$ cat src/common/srss_pkg.sv
package srss_pkg;
    // Clock and watchdog timing
    localparam int CLK_HZ = 50_000_000; // System clock rate
    localparam int WDT_STEP_MS = 10; // Limit increment
    localparam int WDT_MIN_MS = 10; // Least limit
    localparam int WDT_MAX_MS = 2000; // Largest limit
    localparam int WDT_INIT_MS = 200; // Limit after init
    // Cycles per watchdog step, one step is one tick
    localparam int WDT_TICK_CYC = CLK_HZ / 1000 * WDT_STEP_MS;
    localparam int WD_LIM_W = 8; // Limit held in steps
    localparam logic [7:0] WD_LIM_MIN = 8'(WDT_MIN_MS / WDT_STEP_MS);
    localparam logic [7:0] WD_LIM_MAX = 8'(WDT_MAX_MS / WDT_STEP_MS);
    localparam logic [7:0] WD_LIM_INIT = 8'(WDT_INIT_MS / WDT_STEP_MS);
    // Input points, lowest to highest address
    localparam int INPUT_POINTS = 'h90; // Input point range
    localparam int PT_IDX_W = 8; // Point index width
    // Bus map, byte addresses
    localparam int ADDR_W = 8; // Decoded address bits
    localparam logic [7:0] ADDR_CTRL = 8'h00; // Control
    localparam logic [7:0] ADDR_PSEL = 8'h04; // Remote point select
    localparam logic [7:0] ADDR_WDSET = 8'h08; // Watchdog limit
    localparam logic [7:0] ADDR_STAT = 8'h0c; // Status, W1C flags
    localparam logic [7:0] ADDR_ECODE = 8'h10; // Error code word
    // Control fields
    localparam int CTRL_W = 3; // Control width
    localparam int CTRL_TOOL_STOP = 0; // Tool requests stop
    localparam int CTRL_PT_EN = 1; // Remote point in use
    localparam int CTRL_OPERR_STOP = 2; // Operation errors stop
    localparam logic [2:0] CTRL_RST = 3'h0; // Continue, no point
    // Status fields
    localparam int SB_RUN = 0; // Engine runs
    localparam int SB_DRAIN = 1; // Finishing scan
    localparam int SB_FAULT = 2; // Stopped by error
    localparam int SB_WDT = 3; // Watchdog error flag
    localparam int SB_DIAG = 4; // Diagnostic error flag
    localparam int SB_SDIAG = 5; // Self-diagnostic error flag
    // Error codes
    localparam int ECODE_W = 16; // Error code width
    localparam logic [15:0] ERR_BCD = 16'h0032; // BCD range error
    localparam logic [15:0] ERR_WDT = 16'h0001; // Watchdog error
    localparam logic [15:0] ERR_INIT = 16'h0002; // Start-up check
    // Run indicator blink half period in ticks
    localparam int BLINK_W = 6; // Blink counter width
    localparam logic [5:0] BLINK_TICKS = 6'h32; // 500 ms
    // Supervisor states
    typedef enum logic [2:0] {
        ST_INIT, ST_STOP, ST_RUN, ST_DRAIN, ST_FAULT
    } srss_state_t;
endpackage

$ cat src/common/srss_eng_if.sv
interface srss_eng_if;
    import srss_pkg::*;
    logic ce; // Clock enable
    logic enable; // Watchdog counts
    logic clear; // Restart scan count
    logic [WD_LIM_W-1:0] limit; // Limit in steps
    logic expire; // Scan over limit
    logic tick; // One step elapsed
    logic [INPUT_POINTS-1:0] points; // Input points
    logic [PT_IDX_W-1:0] index; // Selected point
    logic pointOn; // Selected point level
    modport core (output ce, enable, clear, limit, points, index,
        input expire, tick, pointOn);
    modport wdog (input ce, enable, clear, limit,
        output expire, tick);
    modport psel (input ce, points, index, output pointOn);
endinterface

$ cat src/design/srss_point_sel.sv
module srss_point_sel
    import srss_pkg::*;
(
    input wire logic sys_clk, // System clock
    input wire logic rst_n, // Async reset, low
    srss_eng_if.psel ifc // Point select side
);
    typedef struct packed {
        logic pointOn; // Sampled point
    } srss_psel_t;
    srss_psel_t q; // State
    srss_psel_t n; // Next state
    logic [INPUT_POINTS-1:0] hitV; // One-hot match
    logic selBit; // Helper for the check
    // One comparator per point
    genvar gi;
    generate
        for (gi = 0; gi < INPUT_POINTS; gi++)
        begin : g_pt
            assign hitV[gi] = ifc.points[gi] &&
                (ifc.index == PT_IDX_W'(gi)); // [RL6]
        end
    endgenerate
    assign selBit = |hitV; // Out of range index reads off
    // Next value
    always_comb
    begin
        n = q;
        if (ifc.ce)
            n.pointOn = selBit;
    end
    // Register
    always_ff @(posedge sys_clk or negedge rst_n)
    begin
        if (!rst_n)
            q <= '0;
        else
            q <= n;
    end
    assign ifc.pointOn = q.pointOn;
endmodule

$ cat src/design/srss_scan_supervision_timer.sv
module srss_scan_supervision_timer
    import srss_pkg::*;
#(
    parameter int TICK_CYCLES = WDT_TICK_CYC // Cycles per step
)
(
    input wire logic sys_clk, // System clock
    input wire logic rst_n, // Async reset, low
    srss_eng_if.wdog ifc // Watchdog side
);
    localparam int TW = $clog2(TICK_CYCLES + 1); // Prescaler width
    typedef struct packed {
        logic [TW-1:0] pre; // Prescaler
        logic [WD_LIM_W-1:0] steps; // Steps this scan
        logic expire; // Over limit
        logic tick; // Step pulse
    } srss_wd_t;
    srss_wd_t q; // State
    srss_wd_t n; // Next state
    // Prescaler restarts with the scan, so a step is exact
    always_comb
    begin
        n = q;
        if (ifc.ce)
        begin
            n.tick = 1'b0;
            if (ifc.clear)
            begin
                n.pre = '0; // [RL11]
                n.steps = '0; // [RL11]
                n.expire = 1'b0;
            end
            else if (q.pre == TW'(TICK_CYCLES - 1))
            begin
                n.pre = '0;
                n.tick = 1'b1; // [RL20]
                if (ifc.enable && !q.expire)
                begin
                    n.steps = q.steps + 8'h01; // [RL20]
                    n.expire = (q.steps + 8'h01) >= ifc.limit; // [RL20]
                end
            end
            else
                n.pre = q.pre + TW'(1);
            // Idle engine holds no count
            if (!ifc.enable)
            begin
                n.steps = '0;
                n.expire = 1'b0;
            end
        end
    end
    // Register
    always_ff @(posedge sys_clk or negedge rst_n)
    begin
        if (!rst_n)
            q <= '0;
        else
            q <= n;
    end
    assign ifc.expire = q.expire;
    assign ifc.tick = q.tick;
endmodule

$ cat src/design/srss_supervisor.sv
// Notes on behaviour
// RL1 - Run permit on runs, off stops
// RL2 - Remote requests act only under run permit
// RL3 - Remote stop finishes scan to END first
// RL4 - Remote run restarts program at step zero
// RL5 - Remote point off means run, on stop
// RL6 - Remote point selectable over whole input range
// RL7 - Any single stop source forces stop
// RL8 - Run resumes only when all sources withdraw
// RL9 - Run scans repeatedly; stop forces outputs off
// RL10 - Watchdog limit configurable, stepped, default 200ms
// RL11 - Watchdog restarts between END and step zero
// RL12 - Watchdog error: outputs off, indicator blinks
// RL13 - Watchdog error sets self-diag flag, code
// RL14 - Diagnose at start-up, instructions and END
// RL15 - Stop-class error halts program at once
// RL16 - Continue-class error skips to next step
// RL17 - Operation error sets diag flag, code
// RL18 - Setting picks stop or continue on errors
// RL19 - BCD range error continues, code fifty, lit; code stops on it when CTRL_OPERR_STOP is set
// RL20 - Watchdog counts fixed ticks against limit
module srss_supervisor
    import srss_pkg::*;
#(
    parameter int TICK_CYCLES = WDT_TICK_CYC // Cycles per step
)
(
    input wire logic sys_clk, // System clock
    input wire logic rst_n, // Async reset, low
    input wire logic ce, // Clock enable
    input wire logic hsel, // AHB select
    input wire logic [31:0] haddr, // AHB address
    input wire logic [1:0] htrans, // AHB transfer type
    input wire logic hwrite, // AHB write
    input wire logic [2:0] hsize, // AHB size, word only
    input wire logic [31:0] hwdata, // AHB write data
    input wire logic hready, // AHB bus ready
    output logic [31:0] hrdata, // AHB read data
    output logic hreadyout, // AHB slave ready
    output logic hresp, // AHB response
    input wire logic runPermitInput, // Run permit
    input wire logic [INPUT_POINTS-1:0] inPoints, // Input points
    input wire logic hwDiagOk, // Start-up check good
    input wire logic scanEnd, // END processing done
    input wire logic instrErr, // Instruction fault
    input wire logic instrErrStop, // Fault is stop class
    input wire logic [ECODE_W-1:0] instrErrCode, // Fault code
    input wire logic opErr, // Operation error
    input wire logic [ECODE_W-1:0] opErrCode, // Its code
    input wire logic bcdErr, // BCD range error
    output logic engRun, // Engine executes
    output logic engRestart, // Start at step zero
    output logic engSkip, // Skip faulty area
    output logic outputsOff, // Force all outputs off
    output logic runLed, // Run indicator
    output logic diagErrorFlag, // Diagnostic error
    output logic selfDiagErrorFlag, // Self-diag error
    output logic [ECODE_W-1:0] errorCodeWord // Last code
);
    typedef struct packed {
        srss_state_t state; // Supervisor state
        logic [CTRL_W-1:0] ctrl; // Control bits
        logic [PT_IDX_W-1:0] psel; // Remote point index
        logic [WD_LIM_W-1:0] wdLimit; // Limit in steps
        logic wdtFlag; // Watchdog error seen
        logic diagFlag; // Diagnostic error seen
        logic sdiagFlag; // Self-diag error seen
        logic wdtCause; // Fault came from watchdog
        logic [ECODE_W-1:0] ecode; // Error code word
        logic [BLINK_W-1:0] blinkCnt; // Blink tick count
        logic blink; // Blink phase
        logic restart; // Step zero pulse
        logic skip; // Skip pulse
        logic run; // Engine runs
        logic outOff; // Outputs forced off
        logic led; // Indicator level
        logic wrPend; // Write data phase due
        logic [ADDR_W-1:0] wrAddr; // Write target
        logic [31:0] rdata; // Read data
        logic readyOut; // Slave ready
    } srss_core_t;
    localparam srss_core_t CORE_RST = '{
        state: ST_INIT,
        ctrl: CTRL_RST,
        wdLimit: WD_LIM_INIT, // [RL10]
        outOff: 1'b1,
        readyOut: 1'b1,
        default: '0
    };
    srss_core_t q; // State
    srss_core_t n; // Next state
    srss_eng_if ifc(); // Link to timer and point select
    logic stopReq; // Some source asks stop
    logic runLike; // Executing with permit
    logic errStop; // Stop-class error now
    logic opAny; // Operation error of any kind
    logic addrPh; // Valid address phase
    // Watchdog timer
    srss_scan_supervision_timer #(
        .TICK_CYCLES(TICK_CYCLES)
    ) u_wdog (
        .sys_clk(sys_clk),
        .rst_n(rst_n),
        .ifc(ifc.wdog)
    );
    // Remote run point select
    srss_point_sel u_psel (
        .sys_clk(sys_clk),
        .rst_n(rst_n),
        .ifc(ifc.psel)
    );
    // Step count runs only while a scan is in progress
    assign ifc.ce = ce;
    assign ifc.enable = (q.state == ST_RUN) || (q.state == ST_DRAIN);
    assign ifc.clear = scanEnd || q.restart; // [RL11]
    assign ifc.limit = q.wdLimit; // [RL10]
    assign ifc.points = inPoints;
    assign ifc.index = q.psel; // [RL6]
    // Point on asks stop; tool bit asks stop; either wins
    assign stopReq = (q.ctrl[CTRL_PT_EN] && ifc.pointOn) ||
        q.ctrl[CTRL_TOOL_STOP]; // [RL5] [RL7]
    assign runLike = ifc.enable && runPermitInput; // [RL14]
    assign opAny = opErr || bcdErr;
    // Fault priority: watchdog, instruction, operation
    assign errStop = runLike && (ifc.expire ||
        (instrErr && instrErrStop) ||
        (!instrErr && opAny && q.ctrl[CTRL_OPERR_STOP]));
    assign addrPh = hsel && htrans[1] && hready;
    // Bus, errors, state and outputs in one pass
    always_comb
    begin
        logic [31:0] rd;
        rd = '0;
        n = q;
        if (ce)
        begin
            n.restart = 1'b0;
            n.skip = 1'b0;
            n.wrPend = 1'b0;
            // Write data phase; clears land before sets
            if (q.wrPend)
            begin
                case (q.wrAddr)
                    ADDR_CTRL: n.ctrl = hwdata[CTRL_W-1:0]; // [RL18]
                    ADDR_PSEL: n.psel = hwdata[PT_IDX_W-1:0]; // [RL6]
                    ADDR_WDSET:
                    begin
                        // Out of range limits are clamped
                        if (hwdata[WD_LIM_W-1:0] < WD_LIM_MIN)
                            n.wdLimit = WD_LIM_MIN; // [RL10]
                        else if (hwdata[WD_LIM_W-1:0] > WD_LIM_MAX)
                            n.wdLimit = WD_LIM_MAX; // [RL10]
                        else
                            n.wdLimit = hwdata[WD_LIM_W-1:0]; // [RL10]
                    end
                    ADDR_STAT:
                    begin
                        if (hwdata[SB_WDT])
                            n.wdtFlag = 1'b0;
                        if (hwdata[SB_DIAG])
                            n.diagFlag = 1'b0;
                        if (hwdata[SB_SDIAG])
                            n.sdiagFlag = 1'b0;
                    end
                    default: ; // Unmapped or read-only
                endcase
            end
            // Address phase
            if (addrPh)
            begin
                n.wrPend = hwrite;
                n.wrAddr = haddr[ADDR_W-1:0];
            end
            // Error detection while executing
            if (runLike)
            begin
                if (ifc.expire)
                begin
                    n.wdtFlag = 1'b1; // [RL12]
                    n.sdiagFlag = 1'b1; // [RL13]
                    n.ecode = ERR_WDT; // [RL13]
                    n.wdtCause = 1'b1; // [RL12]
                end
                else if (instrErr)
                begin
                    n.sdiagFlag = 1'b1; // [RL14]
                    n.ecode = instrErrCode; // [RL14]
                    n.skip = !instrErrStop; // [RL16]
                end
                else if (opAny)
                begin
                    n.diagFlag = 1'b1; // [RL17] [RL19]
                    n.ecode = bcdErr ? ERR_BCD : opErrCode; // [RL17] [RL19]
                    n.skip = !q.ctrl[CTRL_OPERR_STOP]; // [RL18] [RL19]
                end
            end
            // Run and stop sequencing
            if (q.state == ST_INIT)
            begin
                // Start-up check decides first state
                if (hwDiagOk)
                    n.state = ST_STOP; // [RL14]
                else
                begin
                    n.state = ST_FAULT; // [RL14]
                    n.sdiagFlag = 1'b1; // [RL14]
                    n.ecode = ERR_INIT; // [RL14]
                end
            end
            else if (!runPermitInput)
            begin
                // Permit off stops at once, also leaves a fault
                n.state = ST_STOP; // [RL1] [RL2]
                n.wdtCause = 1'b0;
            end
            else if (errStop)
                n.state = ST_FAULT; // [RL12] [RL15] [RL18]
            else
            begin
                case (q.state)
                    ST_STOP:
                    begin
                        // Every stop source must have let go
                        if (!stopReq)
                        begin
                            n.state = ST_RUN; // [RL1] [RL8]
                            n.restart = 1'b1; // [RL4]
                        end
                    end
                    ST_RUN:
                    begin
                        if (stopReq)
                            n.state = ST_DRAIN; // [RL2] [RL7]
                    end
                    ST_DRAIN:
                    begin
                        // Scan is finished before stopping
                        if (scanEnd)
                            n.state = ST_STOP; // [RL3]
                    end
                    ST_FAULT: ; // Held until permit drops
                    default: n.state = ST_STOP;
                endcase
            end
            // Blink runs only for a watchdog fault
            if (n.state == ST_FAULT && n.wdtCause)
            begin
                if (ifc.tick)
                begin
                    if (q.blinkCnt == BLINK_TICKS - 6'h01)
                    begin
                        n.blinkCnt = '0;
                        n.blink = !q.blink; // [RL12]
                    end
                    else
                        n.blinkCnt = q.blinkCnt + 6'h01;
                end
            end
            else
            begin
                n.blinkCnt = '0;
                n.blink = 1'b1;
            end
            // Outputs follow the next state
            n.run = (n.state == ST_RUN) || (n.state == ST_DRAIN); // [RL9]
            n.outOff = !n.run; // [RL9] [RL12]
            if (n.run)
                n.led = 1'b1; // [RL19]
            else if (n.state == ST_FAULT && n.wdtCause)
                n.led = n.blink; // [RL12]
            else
                n.led = 1'b0;
            // Read mux sees this cycle's write
            case (haddr[ADDR_W-1:0])
                ADDR_CTRL: rd[CTRL_W-1:0] = n.ctrl;
                ADDR_PSEL: rd[PT_IDX_W-1:0] = n.psel;
                ADDR_WDSET: rd[WD_LIM_W-1:0] = n.wdLimit;
                ADDR_STAT:
                begin
                    rd[SB_RUN] = q.state == ST_RUN;
                    rd[SB_DRAIN] = q.state == ST_DRAIN;
                    rd[SB_FAULT] = q.state == ST_FAULT;
                    rd[SB_WDT] = n.wdtFlag;
                    rd[SB_DIAG] = n.diagFlag;
                    rd[SB_SDIAG] = n.sdiagFlag;
                end
                ADDR_ECODE: rd[ECODE_W-1:0] = n.ecode;
                default: rd = '0; // Unmapped reads zero
            endcase
            n.rdata = (addrPh && !hwrite) ? rd : '0;
            n.readyOut = 1'b1; // Zero wait states
        end
    end
    // Register
    always_ff @(posedge sys_clk or negedge rst_n)
    begin
        if (!rst_n)
            q <= CORE_RST;
        else
            q <= n;
    end
    // Outputs straight from the state register, hresp tied low
    assign hrdata = q.rdata;
    assign hreadyout = q.readyOut;
    assign hresp = 1'b0;
    assign engRun = q.run;
    assign engRestart = q.restart;
    assign engSkip = q.skip;
    assign outputsOff = q.outOff;
    assign runLed = q.led;
    assign diagErrorFlag = q.diagFlag;
    assign selfDiagErrorFlag = q.sdiagFlag;
    assign errorCodeWord = q.ecode;
endmodule

$ cat config.mk
export PLATFORM = sky130hd
export DESIGN_NAME = srss_supervisor
export DESIGN_NICKNAME = d
export VERILOG_FILES = /design/src/common/srss_pkg.sv /design/src/common/srss_eng_if.sv /design/src/design/srss_point_sel.sv /design/src/design/srss_scan_supervision_timer.sv /design/src/design/srss_supervisor.sv
export SDC_FILE = /design/constraint.sdc
export NUM_CORES = 1
export LEC_CHECK = 0
export BUFFER_PORTS_ARGS = -buffer_cell sky130_fd_sc_hd__buf_4
export CAP_MARGIN = 20
export CORE_MARGIN = 4
export CORE_UTILIZATION = 55
export CTS_CLUSTER_DIAMETER = 30
export DETAILED_ROUTE_END_ITERATION = 16
export PLACE_DENSITY = 0.88
export SLEW_MARGIN = 15
export SYNTH_ARGS = -nofsm -noshare
export SYNTH_HDL_FRONTEND = slang
export SYNTH_HIERARCHICAL = 1
export SYNTH_SLANG_ARGS = --single-unit
$ cat constraint.sdc
create_clock -name sys_clk -period 3.9 [get_ports sys_clk]
set_input_delay 0.39 -clock sys_clk [delete_from_list [all_inputs] [get_ports sys_clk]]
set_output_delay 0.39 -clock sys_clk [all_outputs]
set_load 0.03 [all_outputs]
# After elaboration in Yosys (flattened, before gate mapping)
# Index checks and enable logic that the tools add are counted.
[word_totals] reg_bits=125 word_cells=434
[classes] magnitude_cmp=3 n_reduce_logical=177 muxes=65 n_eq_ne=162 n_addsub=3
[op_table] op="8-bit by 7-bit equality test with 1-bit output, second input constant" count=64
[op_table] op="8-bit by 6-bit equality test with 1-bit output, second input constant" count=32
[op_table] op="1-bit logical AND" count=155
[op_table] op="144-bit OR reduction" count=1
[op_table] op="8-bit by 5-bit equality test with 1-bit output, second input constant" count=17
[op_table] op="8-bit equality test, second input constant" count=16
[op_table] op="16-bit two-way mux" count=7
[op_table] op="8-bit by 4-bit equality test with 1-bit output, second input constant" count=12
[op_table] op="8-bit by 3-bit equality test with 1-bit output, second input constant" count=6
[op_table] op="8-bit two-way mux" count=5
[op_table] op="3-bit two-way mux" count=10
[op_table] op="1-bit two-way mux" count=28
[op_table] op="28-bit two-way mux" count=1
[op_table] op="9-bit two-way mux" count=3
[op_table] op="8-bit logical NOT" count=3
[op_table] op="3-bit one-hot mux with 4 select lines" count=2
[op_table] op="22-bit two-way mux" count=1
[op_table] op="20-bit two-way mux" count=1
[op_table] op="19-bit by 1-bit adder with 19-bit output, second input constant" count=1
[op_table] op="19-bit equality test, second input constant" count=1
[op_table] op="19-bit two-way mux" count=1
[op_table] op="8-bit by 2-bit equality test with 1-bit output, second input constant" count=2
[op_table] op="3-bit one-hot mux with 5 select lines" count=1
[op_table] op="7-bit two-way mux" count=2
[op_table] op="20 further kinds" count=38

# Logic depth before layout (Yosys ltp)
# Gate-level depths: netlist of run 1.
[depth] ltp_word=16 mapped_depth=10 ltp_nobuf=9

# By module
# The synthesis of run 1 kept the hierarchy.
[by_module_without_submodules] module="srss_supervisor" area_per_inst_um2=4894.7 cells_per_inst=506 n_inst=1
[by_module_without_submodules] module="srss_scan_supervision_timer" area_per_inst_um2=1885.6 cells_per_inst=188 n_inst=1
[by_module_without_submodules] module="srss_point_sel" area_per_inst_um2=1602.8 cells_per_inst=217 n_inst=1

# Least setup slack after synthesis of run 1
# No wires, ideal clock.
[synth_timing] kind="reg2reg" start="register q[34] (netlist name)" end="register q, in the netlist hrdata[0]" path_slack_ns=1.714 path_buffers=1 path_stages_with_launch=8 arrival_ns=2.039 path_cell_list="dfrtp_1 > or4_4 > buf_6 > nor4_4 > mux2i_1 > nor2_1 > a2111oi_0 > a22oi_1"
[synth_via] elab_chain_len=5 elab_cells_between_ends=9 cone_classes="eq/ne (2); mux (6); reduce/logical (1)"
[synth_rtl] element="start: declaration" line="srss_supervisor.sv:90" text="srss_core_t q;"
[synth_rtl] element="start signal: assignment" line="srss_supervisor.sv:300" text="q <= n;"
[synth_rtl] element="8-bit by 4-bit equality test with 1-bit output, or another cell as far along" line="srss_supervisor.sv:143" text="case (q.wrAddr)"
[synth_rtl] element="8-bit two-way mux or 3-bit two-way mux (tied branches)" line="srss_supervisor.sv:143"
[synth_rtl] element="22-bit two-way mux *" line="srss_supervisor.sv:141" text="if (q.wrPend)"
[synth_rtl] element="3-bit one-hot mux with 5 select lines *" line="srss_supervisor.sv:274" text="case (haddr[ADDR_W-1:0])"
[synth_rtl] element="16-bit two-way mux *" line="srss_supervisor.sv:290" text="n.rdata = (addrPh && !hwrite) ? rd : '0;"
# Mark *: on every way between the ends. The rest lies on a longest branch, timed or not.
# A chain may end at the register's enable or synchronous reset.

# Worst setup path after layout of run 1
[layout_timing] start="register q[95] (netlist name)" end="register q, in the netlist hrdata[7]"
[layout_via] elab_chain_len=8 elab_cells_between_ends=10 cone_classes="eq/ne (2); mux (5); reduce/logical (3)"
[layout_rtl] element="3-bit by 2-bit equality test with 1-bit output" line="srss_supervisor.sv:114" text="assign ifc.enable = (q.state == ST_RUN) || (q.state == ST_DRAIN);"
[layout_rtl] element="1-bit logical OR" line="srss_supervisor.sv:114"
[layout_rtl] element="1-bit logical AND" line="srss_supervisor.sv:122" text="assign runLike = ifc.enable && runPermitInput;"
[layout_rtl] element="20-bit two-way mux" line="srss_supervisor.sv:175" text="if (runLike)"
[layout_rtl] element="16-bit two-way mux" line="srss_supervisor.sv:201" text="if (hwDiagOk)"
[layout_rtl] element="16-bit two-way mux *" line="srss_supervisor.sv:198" text="if (q.state == ST_INIT)"
[layout_rtl] element="2-bit one-hot mux with 3 select lines *" line="srss_supervisor.sv:274"
[layout_rtl] element="16-bit two-way mux *" line="srss_supervisor.sv:290"
# Marked as above.

==> results.md, run 1 <==
* Clk sinks at 109
* Nets at 1,365
* FMAX at 0.363 GHz
* Drt pass-1 iters at 6
* RSZ-0062 raised after global routing: false
* FF-to-FF setup slack at 1.14 ns
* CTS tree: built
* Final worst slack at 1.14 ns
* Area growth from synthesis to layout at 21.3%
* Sequential cell area fraction in the yosys report at 32.6%
* CP Max Fanout at 17
* # IOs at 315
* Share of layout cells above drive strength 1 at 32.2%
* Area leader, netlist: dfrtp_1
* WL final at 26.1 mm
* WP data required at 4.15 ns
* Synthesized flop and latch total at 109
* Row cnt at 44
* Post-synth top area share at 31.6%
* Critical Path Start Type: flip-flop
* Hold_ws at 0.129 ns
* Post-synth top flop: dfrtp_1
* Clock power frac at 28.4%
* DR vias at 8,239
* IO buf count at 244
* Setup Crit Path Kind: flip-flop to flip-flop
* Pin count of the biggest net entering global routing at 69
* Root Buffer: clkbuf_16
* Synthesized area at 8380 um^2
* CTS Buffer Depth at 2
* Post CTS Setup Buffer Count at 0
* Die area at 17,300 um^2
* CP arrival at 3.01 ns
* Chip height at 131 um
* First-pass GRT wire length at 41.7 mm
* Largest cells by area after synthesis: dfrtp_1 32%, mux2_2 4.8%, buf_4 4.7%, mux2i_1 4.4%, o21ai_0 3.3%
* Hold-fix buffers, CTS at 0
* Initial antenna violation count at 0
* Resize count post-CTS at 0
* Post-route DRC violation count at 0
* Diode count at 0
* Final Skew at 0.0137 ns
* Hold crit path type: input pin to asynchronous set/reset pin
* Max-Cap Viols at 0
* Min Tclk post-route at 2.76 ns
* Relative slew slack at 42.5%
* Vias in the first global route at 8,007
* DRT iter0 DRCs at 766
* Synth cell count leaders: 106 x dfrtp_1, 72 x nand2_1, 55 x o21ai_0
* Least-Margin Pin Slew at 0.862 ns
* Max rail drop VDD at 0.295 mV
* GR Overflow Total at 0
* Crit share post-route at 70.6%
* Most common cell in the netlist: dfrtp_1
* CP Launch Point: q[95]
* Pre-CTS setup slack at 1.24 ns
* Post-DP HPWL at 19.4 mm
* Wire per inst at 20.3 um
* Clk_lat worst skew at 0.36 ns
* Gr usage total at 28.9%
* Global placement routability congestion at 0.929
* Worst reg2reg path startpoint: q[95]
* Crit path capture type: flip-flop
* Async S/R FF share, synth at 100%
* Final Hold Fails at 0
* Power density over the cells at 330 nW/um^2
* Cell count after synthesis at 911
* Synth warnings at 6
* Yosys cell types at 102
* Lkg Pwr at 4.38 nW
* Vias per cell at 6.42
* Core ar. at 14,800 um^2
* Width of the die at 131 um
* Cell Int Power at 2.16 mW
* Fin. max-slew vios at 0
* EDFF count, synth at 0
* Antenna viol nets, final at 0
* Logic gate share of total power at 30.2%
* Initial core utilization at 56.8%
* Reg clk slew, reported paths at 0.08 ns
* Switching power total at 1.20 mW
* # H-tree levels at 3
* Final setup fails at 0
* Seq pwr share at 41.4%
* Run status: finished clean
* Syn_area_per_cell at 9.20 um^2
* Cts bufs inserted at 9
* Net Sw Frac at 35.7%
* Final setup TNS at 0 ns
[area by class of cell]
| class | count | area, um^2 |
|---|---|---|
| multi-input combinational | 687 | 4850 |
| clock buffer | 10 | 239 |
| inverter | 36 | 135 |
| clock inverter | 6 | 70.1 |
| fill | 1151 | 4590 |
| sequential | 109 | 2730 |
| timing repair buffer | 252 | 1900 |
| tap | 184 | 230 |
[flip-flops by register name, indices dropped and copies added (netlist names)]
name and count:
u_wdog/ifc.expire 1, engRun 1, ifc.limit 8, engSkip 1
hrdata 16, u_wdog/ifc.tick 1, diagErrorFlag 1, selfDiagErrorFlag 1
errorCodeWord 16, ifc.index 8, engRestart 1, u_wdog/q 27
u_psel/ifc.pointOn 1, outputsOff 1, q 24, runLed 1
[per-stage QoR]
step	utilization, %	instance area (um^2)	power, mW	cells
3_3_place_gp	66.8	9860	2.38	1268
5_1_grt	68.9	10200	3.51	1284
3_5_place_dp	66.8	9860	2.41	1268
6_report	68.9	10200	3.36	1284
2_1_floorplan	-	8440	2.06	927
4_1_cts	68.9	10200	3.36	1284
[routing by layer]
metal	part of all wire (%)	vias to the layer above	track usage [%]	wire [um]
met1	39	3887	36.9	10100
met4	2.9	0	10.8	758
met5	0	-	0	0
met2	48	544	48.4	12500
met3	10	58	6.15	2650
li1	-	3750	-	-
[critical path, cell delays in order, from the launching register on]
cell	delay, ns
dfrtp_1	0.56
and3b_1	0.60
o31ai_1	0.31
a222oi_1	0.64
o32a_1	0.24
o21ai_1	0.07
a22o_1	0.21
[cells in the final DEF (no fill, tap or decap), drive strengths merged, types with 14 or more instances in the layout]
| master | count |
|---|---|
| a21oi | 28 |
| nand3 | 43 |
| dfrtp | 106 |
| conb | 18 |
| mux2 | 37 |
| nor2 | 53 |
| a22oi | 27 |
| o21ai | 60 |
| mux2i | 37 |
| buf | 252 |
| inv | 39 |
| nand2b | 14 |
| o2bb2ai | 22 |
| nor3 | 24 |
| o22ai | 17 |
| nand2 | 76 |
[cell families (layout without fill, tap and decap cells)]
kind of cell / count (synthesis) / in the layout / synth area share [%]
muxes: 76 / 76 / 9.97
xor gates and xnor gates: 16 / 16 / 1.67
adders and majority gates: 12 / 12 / 1.79
buffers and inverters: 131 / 304 / 10.2
AOI/OAI and AO/OA: 258 / 258 / 22.5
DFF: 109 / 109 / 32.6
other: 2 / 18 / 0.0896
and+or+nand+nor: 307 / 307 / 21.2
[power groups by stage]
stage | clock, mW | sequential, mW | combinational [mW]
after floorplan | 0 | 1.38 | 0.685
after global placement | 0 | 1.40 | 0.979
after detailed placement | 0 | 1.40 | 1.00
after CTS | 0.961 | 1.39 | 1.01
after global routing | 1.01 | 1.41 | 1.09
final | 0.954 | 1.39 | 1.02
[path summary, 6_finish.rpt]
path | endpoint | cells past startpoint
min in group sys_clk | q[33] | 2
max in group asynchronous | outputsOff | 2
hold / removal | q[37] | 1
setup / recovery | hrdata[7] | 6
setup reg to reg | hrdata[7] | 6
hold reg to reg | hrdata[9] | 1
No activity file was read; power rests on OpenSTA's default activity.
==> run 2, diff against run 1 <==
- CORE_UTILIZATION: 55 -> 46
- PLACE_DENSITY: 0.88 -> 0.79
- clock period: 3.9 -> 2.3 ns (I/O delays scaled with it)
==> results.md, run 2 (synthesis gave the netlist of run 1 again) <==
* Post-DP HPWL at 21.1 mm (was 19.4 mm)
* Crit path capture type: flip-flop (unchanged)
* Hold crit path type: input pin to flip-flop (was input pin to asynchronous set/reset pin)
* Hold Path Stages at 2
* Power density over the cells at 539 nW/um^2 (was 330 nW/um^2)
* Min Tclk post-route at 2.26 ns (was 2.76 ns)
* RSZ-0062 raised after global routing: true (was false)
* Post-route DRC violation count at 0 (unchanged)
* CP Max Fanout at 12 (was 17)
* Commonest cells after routing, fill and taps aside: 312 x buf_4, 102 x dfrtp_1, 72 x nand2_1, 54 x o21ai_0, 47 x nor2_1 (was 251 x buf_4, 104 x dfrtp_1, 72 x nand2_1, 55 x o21ai_0, 52 x nor2_1)
* Nets at 1,437 (was 1,365)
* Placed Area at 10,400 um^2 (was 9860 um^2)
* Setup Crit Path Kind: flip-flop to flip-flop (unchanged)
* CTS tree: built (unchanged)
* Share of layout cells above drive strength 1 at 38.7% (was 32.2%)
* Final setup fails at 0 (unchanged)
* # IOs at 315 (unchanged)
* Root Buffer: clkbuf_16 (unchanged)
* Placed cells at 1,371 (was 1,268)
* Final core occ at 61.4% (was 68.9%)
* IO buf count at 244 (unchanged)
* Diode count at 0 (unchanged)
* Lkg Pwr at 4.79 nW (was 4.38 nW)
* Power, Total at 5.94 mW (was 3.36 mW)
* Area growth from synthesis to layout at 31.5% (was 21.3%)
* Multi-input gate area at 5000 um^2 (was 4850 um^2)
* Final Hold Fails at 0 (unchanged)
* GR Overflow Total at 0 (unchanged)
* Global placement routability congestion at 0.939 (was 0.929)
* CTS Buffer Depth at 2 (unchanged)
* Final std cells w/o fill at 1,401 (was 1,284)
* Clk_lat worst skew at 0.36 ns (about the same)
* Max rail drop VDD at 0.461 mV (was 0.295 mV)
* Fillers at 1,527 (was 1,151)
* Max-Cap Viols at 0 (unchanged)
* Pin count of the biggest net entering global routing at 41 (was 69)
* FMAX at 0.442 GHz (was 0.363 GHz)
* Initial core utilization at 46.7% (was 56.8%)
* Most flop-heavy register: u_wdog/q (unchanged)
* R2R depth at 9 (was 6)
* Vias in the first global route at 8,245 (was 8,007)
* Hold_ws at 0.124 ns (was 0.129 ns)
* Width of the die at 143 um (was 131 um)
* Final setup TNS at 0 ns (unchanged)
* Antenna viol nets, final at 0 (unchanged)
* WP data required at 2.54 ns (was 4.15 ns)
* Reg clk slew, reported paths at 0.08 ns (about the same)
* Vias per cell at 5.98 (was 6.42)
* Drt pass-1 iters at 5 (was 6)
* Cts bufs inserted at 9 (unchanged)
* Max FFs per register at 27 (unchanged)
* CP arrival at 2.50 ns (was 3.01 ns)
* Row cnt at 49 (was 44)
* Final Skew at 0.00899 ns (was 0.0137 ns)
* Chip height at 143 um (was 131 um)
* Seq. cell area at 2740 um^2 (was 2730 um^2)
* Crit share post-route at 98.4% (was 70.6%)
* Pre-CTS setup slack at -0.0955 ns (was 1.24 ns)
* DR vias at 8,384 (was 8,239)
* Core ar. at 18,000 um^2 (was 14,800 um^2)
* Relative slew slack at 48.7% (was 42.5%)
* Final worst slack at 0.0376 ns (was 1.14 ns)
* Clk sinks at 109 (unchanged)
* Biggest regs: u_wdog/q x27, q x24 (unchanged)
* Initial antenna violation count at 0 (unchanged)
* Fin area at 11,000 um^2 (was 10,200 um^2)
* Most common cell after layout, fill and taps aside: buf_4 (unchanged)
* Fin. max-slew vios at 0 (unchanged)
* Critical Path Start Type: flip-flop (unchanged)
* Die area at 20,400 um^2 (was 17,300 um^2)
* Gr usage total at 26.2% (was 28.9%)
* DRT iter0 DRCs at 680 (was 766)
* WL final at 27.6 mm (was 26.1 mm)
* Wire per inst at 19.7 um (was 20.3 um)
* First-pass GRT wire length at 43.1 mm (was 41.7 mm)
* Run status: finished clean (unchanged)
* Least-Margin Pin Slew at 0.769 ns (was 0.862 ns)
* # H-tree levels at 3 (unchanged)
==> run 2: cell types whose count changed in the layout (fill, tap and decap cells not counted), moves of 3 or more <==
cell,change
inv_8,-3
a22oi_1,-4
a2111oi_0,-3
nor2_1,-5
buf_4,+61
a22oi_2,+4
buf_12,+7
nor2_2,+5
mux2i_1,-3
a2111oi_2,+4
nor2b_1,-4
==> run 2: area by class of cell <==
| class | instances | share of cell area [%] |
|---|---|---|
| Sequential cell | 109 | 24.8 |
| Clock inverter | 6 | 0.863 |
| Timing Repair Buffer | 324 | 23.1 |
| Inverter | 36 | 1.23 |
| Clock buffer | 10 | 2.08 |
| Multi-Input combinational cell | 687 | 45.3 |
| Tap cell | 229 | 2.60 |
==> run 2: power breakdown <==
group / switching [mW] / internal [mW] / leakage [nW]
logic: 1.08 / 0.850 / 3.18
registers: 0.190 / 2.11 / 1.45
clock network: 0.743 / 0.968 / 0.151
==> run 2: path summary, 6_finish.rpt <==
check,slack (ns),start,end
hold reg to reg,0.50,hrdata[10],hrdata[10]
hold / removal,0.12,haddr[0],q[33]
setup reg to reg,0.04,ifc.index[3],u_psel/ifc.pointOn
setup / recovery,0.04,ifc.index[3],u_psel/ifc.pointOn
max in group asynchronous,1.26,rst_n,u_wdog/q[2]
min in group asynchronous,0.39,rst_n,q[34]
==> run 2: what timing repair did <==
action,4_1_cts,5_1_grt
resized for setup,10,33
pin swaps,1,13
setup buffers,2,11
hold buffers,1,0
hold endpoints to repair,35,0
cloned,0,0
endpoints found under the setup margin,4,6
==> run 2: worst max-delay path, stage by stage, from the launching register on <==
cell and delay (ns):
dfrtp_2 0.46, buf_12 0.17, buf_12 0.13, and3b_1 0.15
a21oi_1 0.14, o32ai_1 0.11, a311oi_1 0.24, o221ai_1 0.19
and4_1 0.23, o32a_1 0.33
==> run 2: layer usage <==
layer	part of all wire, %	up-vias	global-route usage [%]
met2	49	398	43.8
met5	0	-	0
li1	-	3896	-
met4	2.0	0	7.30
met3	8.0	53	4.72
met1	41	4037	34.9
